--- src/rtl/sram_host_pkg.sv ---
// Constants for the asynchronous 8K x 9 SRAM host controller
package sram_host_pkg;
    localparam int ADDR_W = 13;
    localparam int DATA_W = 9;
    localparam int CLK_PERIOD_NS = 10;
    // Access and cycle figures of the fastest grade
    localparam int READ_CYCLE_TIME_NS = 25;
    localparam int WRITE_CYCLE_TIME_NS = 25;
    localparam int ACCESS_TIME_NS = 25;
    localparam int WRITE_PULSE_NS = 18;
    localparam int POWER_DOWN_DELAY_NS = 20;
    // Least times round up to whole cycles
    localparam int READ_CYC = (READ_CYCLE_TIME_NS + CLK_PERIOD_NS - 1) / CLK_PERIOD_NS;
    localparam int WRITE_CYC = (WRITE_CYCLE_TIME_NS + CLK_PERIOD_NS - 1) / CLK_PERIOD_NS;
    localparam int ACCESS_CYC = (ACCESS_TIME_NS + CLK_PERIOD_NS - 1) / CLK_PERIOD_NS;
    localparam int PULSE_CYC = (WRITE_PULSE_NS + CLK_PERIOD_NS - 1) / CLK_PERIOD_NS;
    localparam int PD_CYC = (POWER_DOWN_DELAY_NS + CLK_PERIOD_NS - 1) / CLK_PERIOD_NS;
    localparam int CNT_W = 4;
    typedef enum logic [2:0] {
        ST_IDLE = 3'b000,
        ST_READ = 3'b001,
        ST_WSETUP = 3'b010,
        ST_WPULSE = 3'b011,
        ST_WHOLD = 3'b100,
        ST_PDOWN = 3'b101
    } state_t;
endpackage

--- src/rtl/sram_cycle_if.sv ---
// Interface carrying the cycle timer between controller and counter
`timescale 1ns/1ps
interface sram_cycle_if;
    logic load;
    logic [sram_host_pkg::CNT_W-1:0] value;
    logic done;
    modport ctrl (output load, output value, input done);
    modport timer (input load, input value, output done);
endinterface

--- src/rtl/sram_cycle_timer.sv ---
// Down counter timing the phases of an SRAM access
`timescale 1ns/1ps
module sram_cycle_timer (
    // Clock and reset
    input wire logic clk,
    input wire logic reset,
    // Timer port
    sram_cycle_if.timer tmr
);
    logic [sram_host_pkg::CNT_W-1:0] count_q;

    always_ff @(posedge clk) begin
        if (reset) begin
            count_q <= '0;
        end else if (tmr.load) begin
            count_q <= tmr.value;
        end else if (count_q != '0) begin
            count_q <= count_q - 1'b1;
        end
    end

    // Done depends on the count alone; the load decode reads it, so no loop back
    assign tmr.done = (count_q == '0);

    a_timer_counts: assert property (@(posedge clk) disable iff (reset)
        tmr.load && tmr.value != '0 |=> !tmr.done)
        else $error("timer done right after nonzero load");
endmodule

--- src/rtl/sram_host_ctrl.sv ---
// Host controller driving an asynchronous 8K x 9 SRAM through its pins
//
// Functional notes
// - Write strobe stays high during reads
// - Write asserts both selects and write strobe
// - Address valid before selects assert
// - Read cycle runs address to address
// - Write cycle runs address to address
`timescale 1ns/1ps
module sram_host_ctrl #(
    parameter int ADDR_W = sram_host_pkg::ADDR_W,
    parameter int DATA_W = sram_host_pkg::DATA_W
) (
    // Clock and reset
    input wire logic clk,
    input wire logic reset,
    // User request
    input wire logic req_valid,
    output logic req_ready,
    input wire logic req_write,
    input wire logic [ADDR_W-1:0] req_addr,
    input wire logic [DATA_W-1:0] req_wdata,
    // User answer
    output logic rsp_valid,
    output logic [DATA_W-1:0] rsp_rdata,
    // SRAM pins
    output logic [ADDR_W-1:0] addr,
    output logic chip_select_n,
    output logic chip_select_active_high,
    output logic output_enable_n,
    output logic write_strobe_n,
    input wire logic [DATA_W-1:0] data_in,
    output logic [DATA_W-1:0] data_out,
    output logic data_oe
);
    if (ADDR_W != sram_host_pkg::ADDR_W || DATA_W != sram_host_pkg::DATA_W) begin : g_bad_size
        $error("SRAM host supports only the 8K x 9 organisation");
    end

    sram_cycle_if cyc ();
    sram_cycle_timer u_timer (
        .clk(clk),
        .reset(reset),
        .tmr(cyc.timer)
    );

    sram_host_pkg::state_t state_q;
    logic [ADDR_W-1:0] addr_q;
    logic [DATA_W-1:0] wdata_q;
    logic [DATA_W-1:0] rdata_q;
    logic rsp_q;
    logic sel_q;
    logic oe_n_q;
    logic we_n_q;
    logic doe_q;
    logic take;

    function automatic logic [sram_host_pkg::CNT_W-1:0] cyc_count(input int n);
        cyc_count = sram_host_pkg::CNT_W'(n - 1);
    endfunction

    assign req_ready = (state_q == sram_host_pkg::ST_IDLE) && cyc.done;
    assign take = req_valid && req_ready;

    // Phase sequencer and timer loads
    always_ff @(posedge clk) begin
        if (reset) begin
            state_q <= sram_host_pkg::ST_IDLE;
        end else begin
            unique case (state_q)
                sram_host_pkg::ST_IDLE: begin
                    if (take && req_write) begin
                        state_q <= sram_host_pkg::ST_WSETUP;
                    end else if (take) begin
                        state_q <= sram_host_pkg::ST_READ;
                    end
                end
                sram_host_pkg::ST_READ: begin
                    if (cyc.done) begin
                        state_q <= sram_host_pkg::ST_PDOWN;
                    end
                end
                sram_host_pkg::ST_WSETUP: begin
                    state_q <= sram_host_pkg::ST_WPULSE;
                end
                sram_host_pkg::ST_WPULSE: begin
                    if (cyc.done) begin
                        state_q <= sram_host_pkg::ST_WHOLD;
                    end
                end
                sram_host_pkg::ST_WHOLD: begin
                    state_q <= sram_host_pkg::ST_PDOWN;
                end
                sram_host_pkg::ST_PDOWN: begin
                    if (cyc.done) begin
                        state_q <= sram_host_pkg::ST_IDLE;
                    end
                end
                default: begin
                    state_q <= sram_host_pkg::ST_IDLE;
                end
            endcase
        end
    end

    always_comb begin
        cyc.load = 1'b0;
        cyc.value = '0;
        if (take && !req_write) begin
            // Selects rise one edge after this load, so the window needs one count more
            cyc.load = 1'b1;
            cyc.value = cyc_count(sram_host_pkg::READ_CYC + 1);
        end else if (state_q == sram_host_pkg::ST_WSETUP) begin
            cyc.load = 1'b1;
            cyc.value = cyc_count(sram_host_pkg::PULSE_CYC);
        end else if ((state_q == sram_host_pkg::ST_READ && cyc.done)
                     || state_q == sram_host_pkg::ST_WHOLD) begin
            cyc.load = 1'b1;
            cyc.value = cyc_count(sram_host_pkg::PD_CYC);
        end
    end

    // Address and write data are latched at acceptance and held to the next one
    always_ff @(posedge clk) begin
        if (reset) begin
            addr_q <= '0;
            wdata_q <= '0;
        end else if (take) begin
            addr_q <= req_addr;
            wdata_q <= req_wdata;
        end
    end

    // Selects assert one cycle after the address settles
    always_ff @(posedge clk) begin
        if (reset) begin
            sel_q <= 1'b0;
        end else begin
            sel_q <= (state_q == sram_host_pkg::ST_READ) && !cyc.done
                     || state_q == sram_host_pkg::ST_WSETUP
                     || state_q == sram_host_pkg::ST_WPULSE;
        end
    end

    always_ff @(posedge clk) begin
        if (reset) begin
            oe_n_q <= 1'b1;
        end else begin
            oe_n_q <= !((state_q == sram_host_pkg::ST_READ) && !cyc.done);
        end
    end

    // Write strobe low only inside the pulse, never while reading
    always_ff @(posedge clk) begin
        if (reset) begin
            we_n_q <= 1'b1;
        end else begin
            we_n_q <= !(state_q == sram_host_pkg::ST_WSETUP
                        || (state_q == sram_host_pkg::ST_WPULSE && !cyc.done));
        end
    end

    // Host drives data only during a write, released after the strobe
    always_ff @(posedge clk) begin
        if (reset) begin
            doe_q <= 1'b0;
        end else begin
            doe_q <= state_q == sram_host_pkg::ST_WSETUP
                     || state_q == sram_host_pkg::ST_WPULSE;
        end
    end

    // Read data captured at the end of the access window
    always_ff @(posedge clk) begin
        if (reset) begin
            rdata_q <= '0;
            rsp_q <= 1'b0;
        end else begin
            rsp_q <= (state_q == sram_host_pkg::ST_READ) && cyc.done;
            if ((state_q == sram_host_pkg::ST_READ) && cyc.done) begin
                rdata_q <= data_in;
            end
        end
    end

    assign addr = addr_q;
    assign chip_select_n = !sel_q;
    assign chip_select_active_high = sel_q;
    assign output_enable_n = oe_n_q;
    assign write_strobe_n = we_n_q;
    assign data_out = wdata_q;
    assign data_oe = doe_q;
    assign rsp_valid = rsp_q;
    assign rsp_rdata = rdata_q;

    a_read_no_write: assert property (@(posedge clk) disable iff (reset)
        !output_enable_n |-> write_strobe_n)
        else $error("write strobe low during read");
    a_write_selects: assert property (@(posedge clk) disable iff (reset)
        !write_strobe_n |-> !chip_select_n && chip_select_active_high)
        else $error("write strobe without both selects");
    a_selects_match: assert property (@(posedge clk) disable iff (reset)
        chip_select_n != chip_select_active_high)
        else $error("selects differ in timing");
    a_addr_stable_sel: assert property (@(posedge clk) disable iff (reset)
        $rose(chip_select_active_high) |-> $stable(addr))
        else $error("address changed as selects asserted");
    a_addr_no_strobe: assert property (@(posedge clk) disable iff (reset)
        !write_strobe_n |-> $stable(addr))
        else $error("address moved under write strobe");
    a_data_bus_write: assert property (@(posedge clk) disable iff (reset)
        data_oe |-> output_enable_n)
        else $error("bus contention with read");
    a_read_cycle_len: assert property (@(posedge clk) disable iff (reset)
        $rose(!output_enable_n) |-> !output_enable_n [*3])
        else $error("read window shorter than cycle time");
    a_write_pulse_len: assert property (@(posedge clk) disable iff (reset)
        $fell(write_strobe_n) |-> !write_strobe_n [*2])
        else $error("write pulse too short");
    a_power_down: assert property (@(posedge clk) disable iff (reset)
        $rose(chip_select_n) |-> !req_ready [*2])
        else $error("new access before power-down delay");
    a_deselect_float: assert property (@(posedge clk) disable iff (reset)
        chip_select_n |-> output_enable_n && write_strobe_n)
        else $error("strobes active while deselected");
    a_read_answer: assert property (@(posedge clk) disable iff (reset)
        take && !req_write |-> ##5 rsp_valid)
        else $error("read answer late");

    c_read: cover property (@(posedge clk) take && !req_write);
    c_write: cover property (@(posedge clk) take && req_write);
    c_back_to_back: cover property (@(posedge clk) take ##[1:10] take);
endmodule

--- config.mk ---
export PLATFORM = sky130hd
export DESIGN_NAME = sram_host_ctrl
export DESIGN_NICKNAME = d
export VERILOG_FILES = /design/src/rtl/sram_host_pkg.sv /design/src/rtl/sram_cycle_if.sv /design/src/rtl/sram_cycle_timer.sv /design/src/rtl/sram_host_ctrl.sv
export SDC_FILE = /design/constraint.sdc
export NUM_CORES = 1
export LEC_CHECK = 0
export BUFFER_PORTS_ARGS = -buffer_cell sky130_fd_sc_hd__buf_4
export CAP_MARGIN = 30
export CORE_MARGIN = 2
export CORE_UTILIZATION = 25
export CTS_CLUSTER_SIZE = 16
export DETAILED_ROUTE_END_ITERATION = 10
export PLACE_DENSITY = 0.44
export SYNTH_ARGS = -nofsm -noshare
export SYNTH_HDL_FRONTEND = slang
export SYNTH_SLANG_ARGS = --single-unit
--- constraint.sdc ---
create_clock -name clk -period 2.3 [get_ports clk]
set_input_delay 0.345 -clock clk [delete_from_list [all_inputs] [get_ports clk]]
set_output_delay 0.345 -clock clk [all_outputs]
set_load 0.005 [all_outputs]
# After elaboration in Yosys (flattened, before gate mapping)
# Cells that the tools add are included.
[word_totals]
register_bits = 43
input_bits = 35
[op_classes]
n_eq_ne = 9
addsub = 1
n_reduce_logical = 22
mux = 14
[op_table]
columns = ["cell", "count"]
rows = [
  ["one-hot mux 3 bit (6 select lines)", 1],
  ["2-to-1 mux 3 bit", 5],
  ["2-to-1 mux 4 bit", 2],
  ["logical AND 1 bit", 7],
  ["equality test 3 x 2 -> 1 bit, second input constant", 2],
  ["equality test 3 bit, second input constant", 2],
  ["inequality test 2 bit, second input constant", 3],
  ["logical NOT 1 bit", 5],
  ["logical OR 1 bit", 5],
  ["2-to-1 mux 1 bit", 5],
  ["logical NOT 4 bit", 1],
  ["AND reduction 4 bit", 1],
  ["nonzero test 4 bit", 1],
  ["subtractor 4 x 1 -> 4 bit, second input constant", 1],
  ["equality test 3 x 1 -> 1 bit, second input constant", 1],
  ["logical NOT 3 bit", 1],
  ["inequality test 3 x 2 -> 1 bit, second input constant", 1],
  ["2-to-1 mux 2 bit", 1],
  ["nonzero test 2 bit", 1],
]

# Depth between registers and ports, before layout
# Gate-level depths: netlist (run 1).
[logic_depth]
word_depth = 7
mapped_depth = 6
depth_no_buf = 5

# Modules after synthesis
# A second synthesis (run 1) with hierarchy kept.
[unflattened]
cells_unflattened = 204
hier_area_um2 = 1721.7
[modules_own_cells]
columns = ["mod", "cells_each", "area_each_um2", "instances"]
rows = [
  ["sram_host_ctrl", 180, 1492.7, 1],
  ["sram_cycle_timer", 24, 229.0, 1],
]

# Worst setup path before layout (run 1)
# No wires, ideal clock.
[synth_path]
path_type = "flip-flop to output port"
from = "register u_timer.count_q[0] (netlist bit)"
to = "output req_ready"
path_slack_ps = 628
path_stages_with_launch = 6
t_required_ps = 1955
arrival_ps = 1327
cell_sequence = "dfxtp_1 > inv_1 > ha_1 > or3b_1 > clkbuf_1 > nor2_1"
[synth_between]
elab_chain_len = 2
[synth_rtl]
columns = ["element", "line_no", "rtl"]
rows = [
  ["start, declared", "sram_cycle_timer.sv:10", "logic [sram_host_pkg::CNT_W-1:0] count_q;"],
  ["start signal, assigned", "sram_cycle_timer.sv:16", "count_q <= tmr.value;"],
  ["start signal, assigned", "sram_cycle_timer.sv:18", "count_q <= count_q - 1'b1;"],
  ["logical NOT 4 bit", "sram_cycle_timer.sv:23", "assign tmr.done = (count_q == '0);"],
  ["logical AND 1 bit", "sram_host_ctrl.sv:62", "assign req_ready = (state_q == sram_host_pkg::ST_IDLE) && cyc.done;"],
  ["end, declared", "sram_host_ctrl.sv:19", "output logic req_ready,"],
]
# Every way passes these cells.

# Final worst setup path (run 1)
# Same ends and word-level chain as after synthesis.

==> results_dict.tcl, run 1 <==
set metrics [dict create \
    clock_tree.htree_level_count 2 \
    drc_errors 0 \
    final_cell_mix "buf_4 (80), dfxtp_1 (43), a21oi_1 (34)" \
    yosysSeqAreaShare 0.4900 \
    endpoint_kind "output port" \
    drv_slew 0 \
    grt_pass1_wl_um 7783 \
    yosysWarningCount 0 \
    filler_cell_count 717 \
    critPathArrivalTime_ps 1580 \
    p_leak_nw 0.9840 \
    drv_cap 0 \
    synthCells 204 \
    first_pass_iters 4 \
    final_cells 369 \
    grt_setup_unrepaired "no" \
    syn-cell-area_sq_um 1757 \
    cts_setup_buffers 0 \
    ys_async_sr_fraction 0 \
    tns_ps 0 \
    hold_path_class "input port to register" \
    io_buffer_count 72 \
    wl_per_cell_um 14.04 \
    ctsHoldBuffers 0 \
    final.period_utilization 0.8387 \
    cp_num_buf_inv 2 \
    synth-seq-cells 43 \
    path_clk_slew_ps 90 \
    die_area_sq_um 7713 \
    globalplace.congestion 0.7338 \
    synth_flop_cell "dfxtp_1" \
    cp.required_ps 1960 \
    vias 1726 \
    grt_start_max_net_pins 41 \
    final_nets 309 \
    syn-mean-instance-area_sq_um 8.611 \
    grt_usage 0.1317 \
    start_util 0.2586 \
    cp_max_fo 6 \
    avgViaCountPerCell 4.678 \
    area_delta_synth_final_pct 41.17 \
    die_y_um 87.83 \
    crit_family "simple AND/OR/NAND/NOR gates" \
    cts-resized-gates 0 \
    dp.cells 361 \
    syn_nets 241 \
    clock_path_buffers 2 \
    insertion_delay_ps 300 \
    drtIter0Drc 119 \
    slowest_stage "or3b_1" \
    ios 73 \
    cp-start-kind "register" \
    outcome "complete, no violations" \
    cts-buffers-inserted 5 \
    dp_hpwl_um 3443 \
    clock-sinks 43 \
    cpPeakStageDelay_ps 390 \
    grt-ovfl-total 0 \
    antenna_found_initial 0 \
    clock-root-buffer "clkbuf_8" \
    ant_nets 0 \
    setup_violations 0 \
    crit_type "register to output port" \
    drive_above_1_share 0.3333 \
    antennaDiodeCount 0 \
    cts_tree "done" \
    crit_path_cell_trace "inv_1, ha_1, or3b_1, nor2_1, buf_4" \
    placementRows 30 \
    grt_pass1_vias 1582 \
    layout_commonest_cell "buf_4" \
    wl_um 5182 \
    tightest_slew_ps 556.7 \
    max_slew_margin 0.6269 \
    die_x_um 87.83 \
    vdd_drop_max_uv 265.1 \
    synth_cell_types 35 \
    timing.fmax_mhz 518.4 \
    coreArea_sq_um 6794 \
    hold_viol_final 0 \
    p_total_w 0.003009 \
    synth_edf_count 0 \
    cellPowerDensity_nw_per_um2 1213 \
    hold_slack_ps 299.3 \
    final_util 0.3650 \
    fin_skew_ps 11.52 \
    layout_min_cycle_time_ps 1929 \
]
==> cell families after synthesis <==
kind of cell,Yosys count,share of synthesized area
xor gates and xnor gates,3,0.01496
DFF,43,0.4900
buffers and inverters,23,0.05627
AOI/OAI and AO/OA,73,0.2151
adders and majority gates,3,0.01994
and+or+nand+nor,58,0.1980
muxes,1,0.005698
==> layer usage <==
layer,vias up,share of wire,routed length (um),track usage
li1,863,-,-,-
met1,791,0.47,2424,0.1681
met2,68,0.45,2328,0.2094
met3,4,0.067,347,0.03393
met4,0,0.016,82,0.05874
met5,-,0,0,0
==> area by class of cell <==
cell class | count | area (sq um) | area share
multi-input cells | 138 | 802.0 | 0.3234
repair buffers | 80 | 600.6 | 0.2422
clock inverters | 1 | 5.005 | 0.002018
flip-flops and latches | 43 | 860.8 | 0.3471
clock buffers | 7 | 76.32 | 0.03078
inverters | 4 | 15.01 | 0.006054
well taps | 96 | 120.1 | 0.04844
==> sequential cells by signal, indices dropped and copies added (netlist names) <==
register,cells
chip_select_active_high,1
u_timer.count_q,4
state_q,3
data_out,9
rsp_valid,1
rsp_rdata,9
addr,13
output_enable_n,1
write_strobe_n,1
data_oe,1
==> final timing paths <==
kind                                          from            endpoint  slack (ps)  depth (start not counted)
worst min register to register         data_out[4]         data_out[4]         480                          2
worst max-delay path            u_timer.count_q[0]           req_ready         370                          5
worst max register to register          state_q[1]  u_timer.count_q[1]         650                          3
worst min-delay path                  req_wdata[5]         data_out[5]         300                          3
==> cell usage after synthesis (2+ instances only) <==
| library cell | count | area, sq um |
|---|---|---|
| nor2_1 | 3 | 11.26 |
| o21ai_1 | 4 | 20.02 |
| xnor2_1 | 3 | 26.28 |
| buf_1 | 2 | 7.510 |
| ha_1 | 2 | 25.02 |
| nand2b_1 | 2 | 12.51 |
| buf_2 | 4 | 20.02 |
| dfxtp_1 | 43 | 860.8 |
| nand3_1 | 32 | 160.2 |
| nor3_1 | 6 | 30.03 |
| o21ai_0 | 30 | 150.1 |
| a21oi_1 | 34 | 170.2 |
| inv_1 | 4 | 15.01 |
| clkbuf_1 | 12 | 45.04 |
| nor3b_1 | 3 | 22.52 |
==> worst register-to-register path: stages, from the launching register on <==
cell and delay (ps):
dfxtp_1 450, or3_4 560, or4_1 490, o21ai_1 80
==> metrics by stage <==
step	worst slack (ps)	area [sq um]
final	371.1	2480
after global placement	679.7	2399
after global routing	254.0	2480
after CTS	344.9	2480
after floorplan	628.2	1757
after detailed placement	669.2	2399
==> report_power, final <==
group,leakage (nW),internal (W),switching [W]
combinational,0.592,0.000656,0.000799
sequential,0.350,0.000926,0.000161
clock,0.0422,0.000213,0.000252
total,0.984,0.00180,0.00121
Power figures use the tool's default switching activity.
==> inputs of run 2 (changes only) <==
- ABC_AREA: not set -> 1
- PLACE_DENSITY: 0.44 -> 0.46
- clock period: 2.3 -> 1.75 ns (I/O delays scaled with it)
==> results_dict.tcl, run 2 <==
set metrics [dict create \
    hold_viol_final 0 \
    synth_flop_cell "dfxtp_1" \
    crit_family "flip-flops" \
    largest_register_ffs 13 \
    hold_path_class "input port to register" \
    max_slew_margin 0.7577 \
    synth_top_area_cell "dfxtp_1" \
    tns_ps 0 \
    endpoint_kind "output port" \
    cp.required_ps 1490 \
    cellPowerDensity_nw_per_um2 1659 \
    slowest_stage "dfxtp_1" \
    wl_per_cell_um 11.50 \
    grt-ovfl-total 0 \
    ff_latch_area_sq_um 860.8 \
    grt_setup_unrepaired "no" \
    grtUsageMet3 0.03524 \
    grt-busiest-layer "met2" \
    multi_input_area_sq_um 695.7 \
    endpoint "req_ready" \
    reg2regPathDepth 8 \
    synth-seq-cells 43 \
    drc_errors 0 \
    grt_pass1_vias 1408 \
    vdd_drop_max_uv 599.7 \
    filler_cell_count 695 \
    layout_min_cycle_time_ps 1623 \
    drv_slew 0 \
    critPathArrivalTime_ps 1360 \
    clock_path_buffers 2 \
    clock_tree.htree_level_count 2 \
    reg2reg_slack_ps 230 \
    cp.depth 5 \
    path_clk_slew_ps 80 \
    wl_um 4267 \
    ctsHoldBuffers 0 \
    tightest_slew_ps 363.1 \
    synth.top_cells.by_count "nor2_1 (66), dfxtp_1 (43), o21ai_0 (21)" \
    grt_usage 0.1136 \
    drtIter0Drc 53 \
    area_delta_synth_final_pct 44.12 \
    vias 1586 \
    timing.rr.start "u_timer.count_q[0]" \
    antenna_found_initial 0 \
    globalplace.congestion 0.7829 \
    outcome "complete, no violations" \
    insertion_delay_ps 290 \
    dp_hpwl_um 3038 \
    clock-root-buffer "clkbuf_8" \
    setup_violations 0 \
    avgViaCountPerCell 4.275 \
    final_nets 330 \
    post-synth-top-count-cell "nor2_1" \
    cts-buffers-inserted 5 \
    layout_commonest_cell "buf_4" \
    grt_start_max_net_pins 28 \
    fin_skew_ps 6.785 \
    use_met1 0.1446 \
    synth_cell_types 22 \
    regToRegEndpoint "addr[12]" \
    timing.fmax_mhz 616.2 \
    synthCells 220 \
    clock-sinks 43 \
    crit_start "u_timer.count_q[0]" \
    synth.top_cell.area_share 0.5093 \
    cpPeakStageDelay_ps 320 \
    cp_num_buf_inv 2 \
    syn-mean-instance-area_sq_um 7.684 \
    die_area_sq_um 7436 \
    yosysSeqAreaShare 0.5093 \
    drv_cap 0 \
    placementRows 29 \
    start_util 0.2617 \
    drive_above_1_share 0.3163 \
    die_y_um 86.23 \
    synth_edf_count 0 \
    syn-cell-area_sq_um 1690 \
    p_leak_nw 1.164 \
    syn_nets 257 \
    ant_nets 0 \
    ys_async_sr_fraction 0 \
    die_x_um 86.23 \
    ios 73 \
    crit_type "register to output port" \
    cts_tree "done" \
    cp_max_fo 7 \
    first_pass_iters 4 \
    p_total_w 0.004043 \
    grt_use_met2 0.1790 \
    final.period_utilization 0.9273 \
    yosysWarningCount 0 \
    coreArea_sq_um 6459 \
    antennaDiodeCount 0 \
    cp-start-kind "register" \
    io_buffer_count 72 \
    grt_pass1_wl_um 6693 \
    synth_area_leaders "dfxtp_1 (51%), nor2_1 (15%), o21ai_0 (6.2%), o21ai_1 (4.1%), inv_1 (4.0%)" \
    crit_path_cell_trace "inv_1, ha_2, nand2_4, nor2_4, buf_4" \
    final_cell_mix "buf_4 (74), nor2_1 (66), dfxtp_1 (43)" \
]
[run 2: cell count changes after synthesis, sizes merged, moves of 4 or more]
cell,change
nor2,+67
inv,+15
nand2,+18
clkbuf,-9
nor3b,-4
a21oi,-30
nand3,-21
nand4,+4
nor3,-5
[run 2: final cells by class]
class | count | share of cell area
multi-input combinational | 147 | 0.2856
sequential | 43 | 0.3534
clock buffer | 8 | 0.04109
inverter | 20 | 0.03595
timing repair buffer | 76 | 0.2445
tap | 77 | 0.03955
[run 2: logic make-up (layout without fill, tap and decap cells)]
kind of cell             count (synthesis)  after routing  synth area share
flip-flops                              43             43            0.5093
adder cells (fa/ha/maj)                  2              2           0.01480
AO/OA/AOI/OAI                           40             40            0.1199
buffers and inverters                   30            104           0.08881
AND/OR/NAND/NOR                        105            105            0.2672
[run 2: how the worst min path moves through the flow]
stage	start	to	slack (ps)	depth (start not counted)
global placement	data_out[4]	data_out[4]	470	2
CTS	reset	u_timer.count_q[1]	150	2
global route	reset	rsp_valid	160	2
finish	reset	u_timer.count_q[1]	170	2
floorplan	reset	u_timer.count_q[1]	330	1
detailed placement	data_out[8]	data_out[8]	480	2
[run 2: per-stage QoR]
step	worst slack, ps	utilization	hold slack [ps]	instance area, sq um	std cells
CTS	57.10	0.3700	154.1	2390	370
global route	21.36	0.3772	160.0	2436	371
finish	127.2	0.3772	168.0	2436	371
floorplan	414.2	-	331.6	1690	220
global placement	141.1	0.3545	467.3	2290	362
detailed placement	85.16	0.3545	477.4	2290	362
[run 2: report_power, final]
part / leakage, nW / internal, W / switching, W
logic: 0.761 / 0.000901 / 0.000954
clock network: 0.0515 / 0.000360 / 0.000324
registers: 0.352 / 0.00131 / 0.000191
total: 1.16 / 0.00257 / 0.00147
[run 2: worst register-to-register path, delay by kind of cell (launching register included)]
| family | cells | cell delay, ps |
|---|---|---|
| buffers and inverters | 2 | 250 |
| and+or+nand+nor | 4 | 430 |
| AOI/OAI and AO/OA | 1 | 180 |
| adders and majority gates | 1 | 240 |
| DFF | 1 | 320 |
[run 2: timing repair]
action,in CTS,in global routing
buffers inserted,0,1
gates resized for setup,0,7
endpoints found under the setup margin,0,32
[run 2: routing by layer]
layer / vias to the layer above / wire length [um]
met5: - / 0
met4: 0 / 63
met3: 7 / 268
met2: 45 / 2023
met1: 688 / 1912
li1: 846 / -
==> inputs of run 3 (changes only) <==
- PLACE_DENSITY: 0.46 -> 0.45
- SYNTH_HIERARCHICAL: not set -> 1
==> results_dict.tcl, run 3 <==
set metrics [dict create \
    synth.top_cells.by_count "nand2_1 (46), dfxtp_1 (43), nor2_1 (26)" \
    synth-seq-cells 43 \
    min_from "data_in[6]" \
    netSwitchingFraction 0.3981 \
    ys_async_sr_fraction 0 \
    reg2regPathDepth 12 \
    ios 73 \
    largest_register_ffs 13 \
    min_path_cells 3 \
    dp.cells 398 \
    reg2reg_slack_ps 120 \
    p_clk_frac 0.161 \
    antennaDiodeCount 0 \
    multi_input_area_sq_um 904.6 \
    cts-buffers-inserted 5 \
    synth_cell_types 27 \
    dp_hpwl_um 3273 \
    final_cells 407 \
    final_cell_mix "buf_4 (79), nand2_1 (43), dfxtp_1 (42)" \
    cp_max_fo 7 \
    hold_path_class "input port to register" \
    regToRegEndpoint "u_timer/count_q[3]" \
    setup_violations 0 \
    synth_area_leaders "dfxtp_1 (46%), a21oi_2 (9.4%), nand2_1 (9.2%), nand2_2 (6.7%), nor2_1 (5.2%)" \
    grt_usage 0.1123 \
    coreArea_sq_um 7253 \
    layout_commonest_cell "buf_4" \
    first_pass_iters 3 \
    whs_endpoint "rsp_rdata[6]" \
    timing.rr.start "u_timer/count_q[0]" \
    syn-mean-instance-area_sq_um 8.193 \
    p_total_w 0.003892 \
    crit_path_cell_trace "inv_2, ha_4, nand2_2, nor2_4, nand3_4, nor2_8, nand2_4, nand2_4, inv_2, or2_0, nand3_1, nor2_1" \
    drtIter0Drc 41 \
    final_nets 343 \
    ant_nets 0 \
    ctsHoldBuffers 0 \
    pwr-share-comb 0.482 \
    drive_above_1_share 0.4740 \
    hold_slack_ps 183.0 \
    p_switching_w 0.001550 \
    die_x_um 90.44 \
    yosysWarningCount 6 \
    clock-root-buffer "clkbuf_8" \
    io_buffer_count 72 \
    setup_ws_ps 123.1 \
    synth.top_cell.area_share 0.4608 \
    drv_slew 0 \
    fin_skew_ps 6.029 \
    synth-xor-area-share 0 \
    clock_tree.htree_level_count 2 \
    drv_cap 0 \
    pre_cts_ws_ps 9.557 \
    globalplace.congestion 0.8430 \
    avgViaCountPerCell 4.079 \
    synth_top_area_cell "dfxtp_1" \
    synth_top_family_by_area "simple AND/OR/NAND/NOR gates" \
    path_clk_slew_ps 80 \
    slowest_stage "dfxtp_2" \
    cp-start-kind "register" \
    critPathArrivalTime_ps 1830 \
    area_delta_synth_final_pct 41.93 \
    synth_compound_area_frac 0.1554 \
    grt_setup_unrepaired "yes" \
    grt_pass1_vias 1554 \
    insertion_delay_ps 300 \
    outcome "complete, no violations" \
    cp.required_ps 1950 \
    timing.fmax_mhz 614.7 \
    synthMuxAreaShare 0 \
    post-synth-top-count-cell "nand2_1" \
    ff_latch_area_sq_um 862.1 \
    seqPwrFrac 0.356 \
    vias 1660 \
    layout_min_cycle_time_ps 1627 \
    synthAdderAreaFrac 0.006698 \
    filler_cell_count 800 \
    yosysSeqAreaShare 0.4608 \
    syn-cell-area_sq_um 1868 \
    vdd_drop_max_uv 441.9 \
    p_int_w 0.002343 \
    synthCells 228 \
    synth-simple-area-share 0.2954 \
    clock_path_buffers 2 \
    endpoint_kind "register" \
    grt-ovfl-total 0 \
    wl_um 4546 \
    start_util 0.2575 \
    grt_start_max_net_pins 23 \
    wl_per_cell_um 11.17 \
    clock-sinks 43 \
    antenna_found_initial 0 \
    cpPeakStageDelay_ps 330 \
    final.period_utilization 0.9296 \
    p_leak_nw 1.177 \
    crit_type "register to register" \
    drc_errors 0 \
    grt_pass1_wl_um 7327 \
    placementRows 31 \
    cellPowerDensity_nw_per_um2 1468 \
    cts_tree "done" \
    synth_edf_count 0 \
    hold_viol_final 0 \
    synth_flop_cell "dfxtp_1" \
    die_y_um 90.44 \
    die_area_sq_um 8179 \
]
## run 3: changes by cell type after synthesis, moves of 15 or more
cell,change
nor2_1,-40
o21ai_0,-15
nand2_2,+18
a21oi_2,+20
nand2_1,+30
## run 3: critical path, delay by kind of cell (launching register included)
kind / cells / cell delay (ps)
adders and majority gates: 1 / 130
and+or+nand+nor: 9 / 920
DFF: 1 / 330
buffers and inverters: 2 / 150
## run 3: power groups by stage
stage | sequential [W] | clock [W] | combinational, W
2_1_floorplan | 0.00141 | 0 | 0.00126
3_3_place_gp | 0.00141 | 0 | 0.00186
3_5_place_dp | 0.00140 | 0 | 0.00185
4_1_cts | 0.00138 | 0.000666 | 0.00185
5_1_grt | 0.00142 | 0.000701 | 0.00211
6_report | 0.00139 | 0.000629 | 0.00188
## run 3: kinds of logic (layout without fill, tap and decap cells)
logic type,after synthesis,in the layout
fa+ha+maj,1,1
simple gates,112,112
buf+inv,28,107
compound gates,43,43
other cells,1,2
flops,43,43
## run 3: how the worst max path moves through the flow
stage	start	to	slack, ps	depth (start not counted)
3_5_place_dp	u_timer/count_q[0]	u_timer/count_q[3]	10	12
6_report	u_timer/count_q[0]	u_timer/count_q[3]	120	12
2_1_floorplan	u_timer/count_q[0]	u_timer/count_q[3]	5	13
4_1_cts	u_timer/count_q[0]	u_timer/count_q[3]	20	12
3_3_place_gp	u_timer/count_q[0]	u_timer/count_q[3]	40	12
5_1_grt	u_timer/count_q[0]	u_timer/count_q[3]	-10	12
## run 3: per-stage QoR
| stage | utilization | TNS, ps | cell area [sq um] |
|---|---|---|---|
| after CTS | 0.3617 | 0 | 2624 |
| final | 0.3655 | 0 | 2651 |
| after floorplan | - | 0 | 1899 |
| after global routing | 0.3655 | -32.90 | 2651 |
| after global placement | 0.3500 | 0 | 2539 |
| after detailed placement | 0.3500 | 0 | 2539 |
## run 3: final cells by class
cell class / count / share of cell area
clock inverter: 2 / 0.004719
clock buffer: 6 / 0.02737
timing repair buffer: 80 / 0.2279
inverter: 19 / 0.02690
sequential: 43 / 0.3252
tap: 99 / 0.04672
multi-input combinational: 158 / 0.3412
## run 3: per-layer routing
| layer | wire [um] | GRT usage |
|---|---|---|
| met1 | 2136 | 0.1422 |
| met5 | 0 | 0 |
| met4 | 100 | 0.06154 |
| met3 | 193 | 0.02170 |
| met2 | 2115 | 0.1798 |
## run 3: timing repair
| item | CTS | global route |
|---|---|---|
| setup endpoints to repair | 1 | 7 |
| gates cloned | 0 | 0 |
| setup buffers | 0 | 1 |
| pin swaps | 1 | 3 |
| gates resized for setup | 0 | 7 |
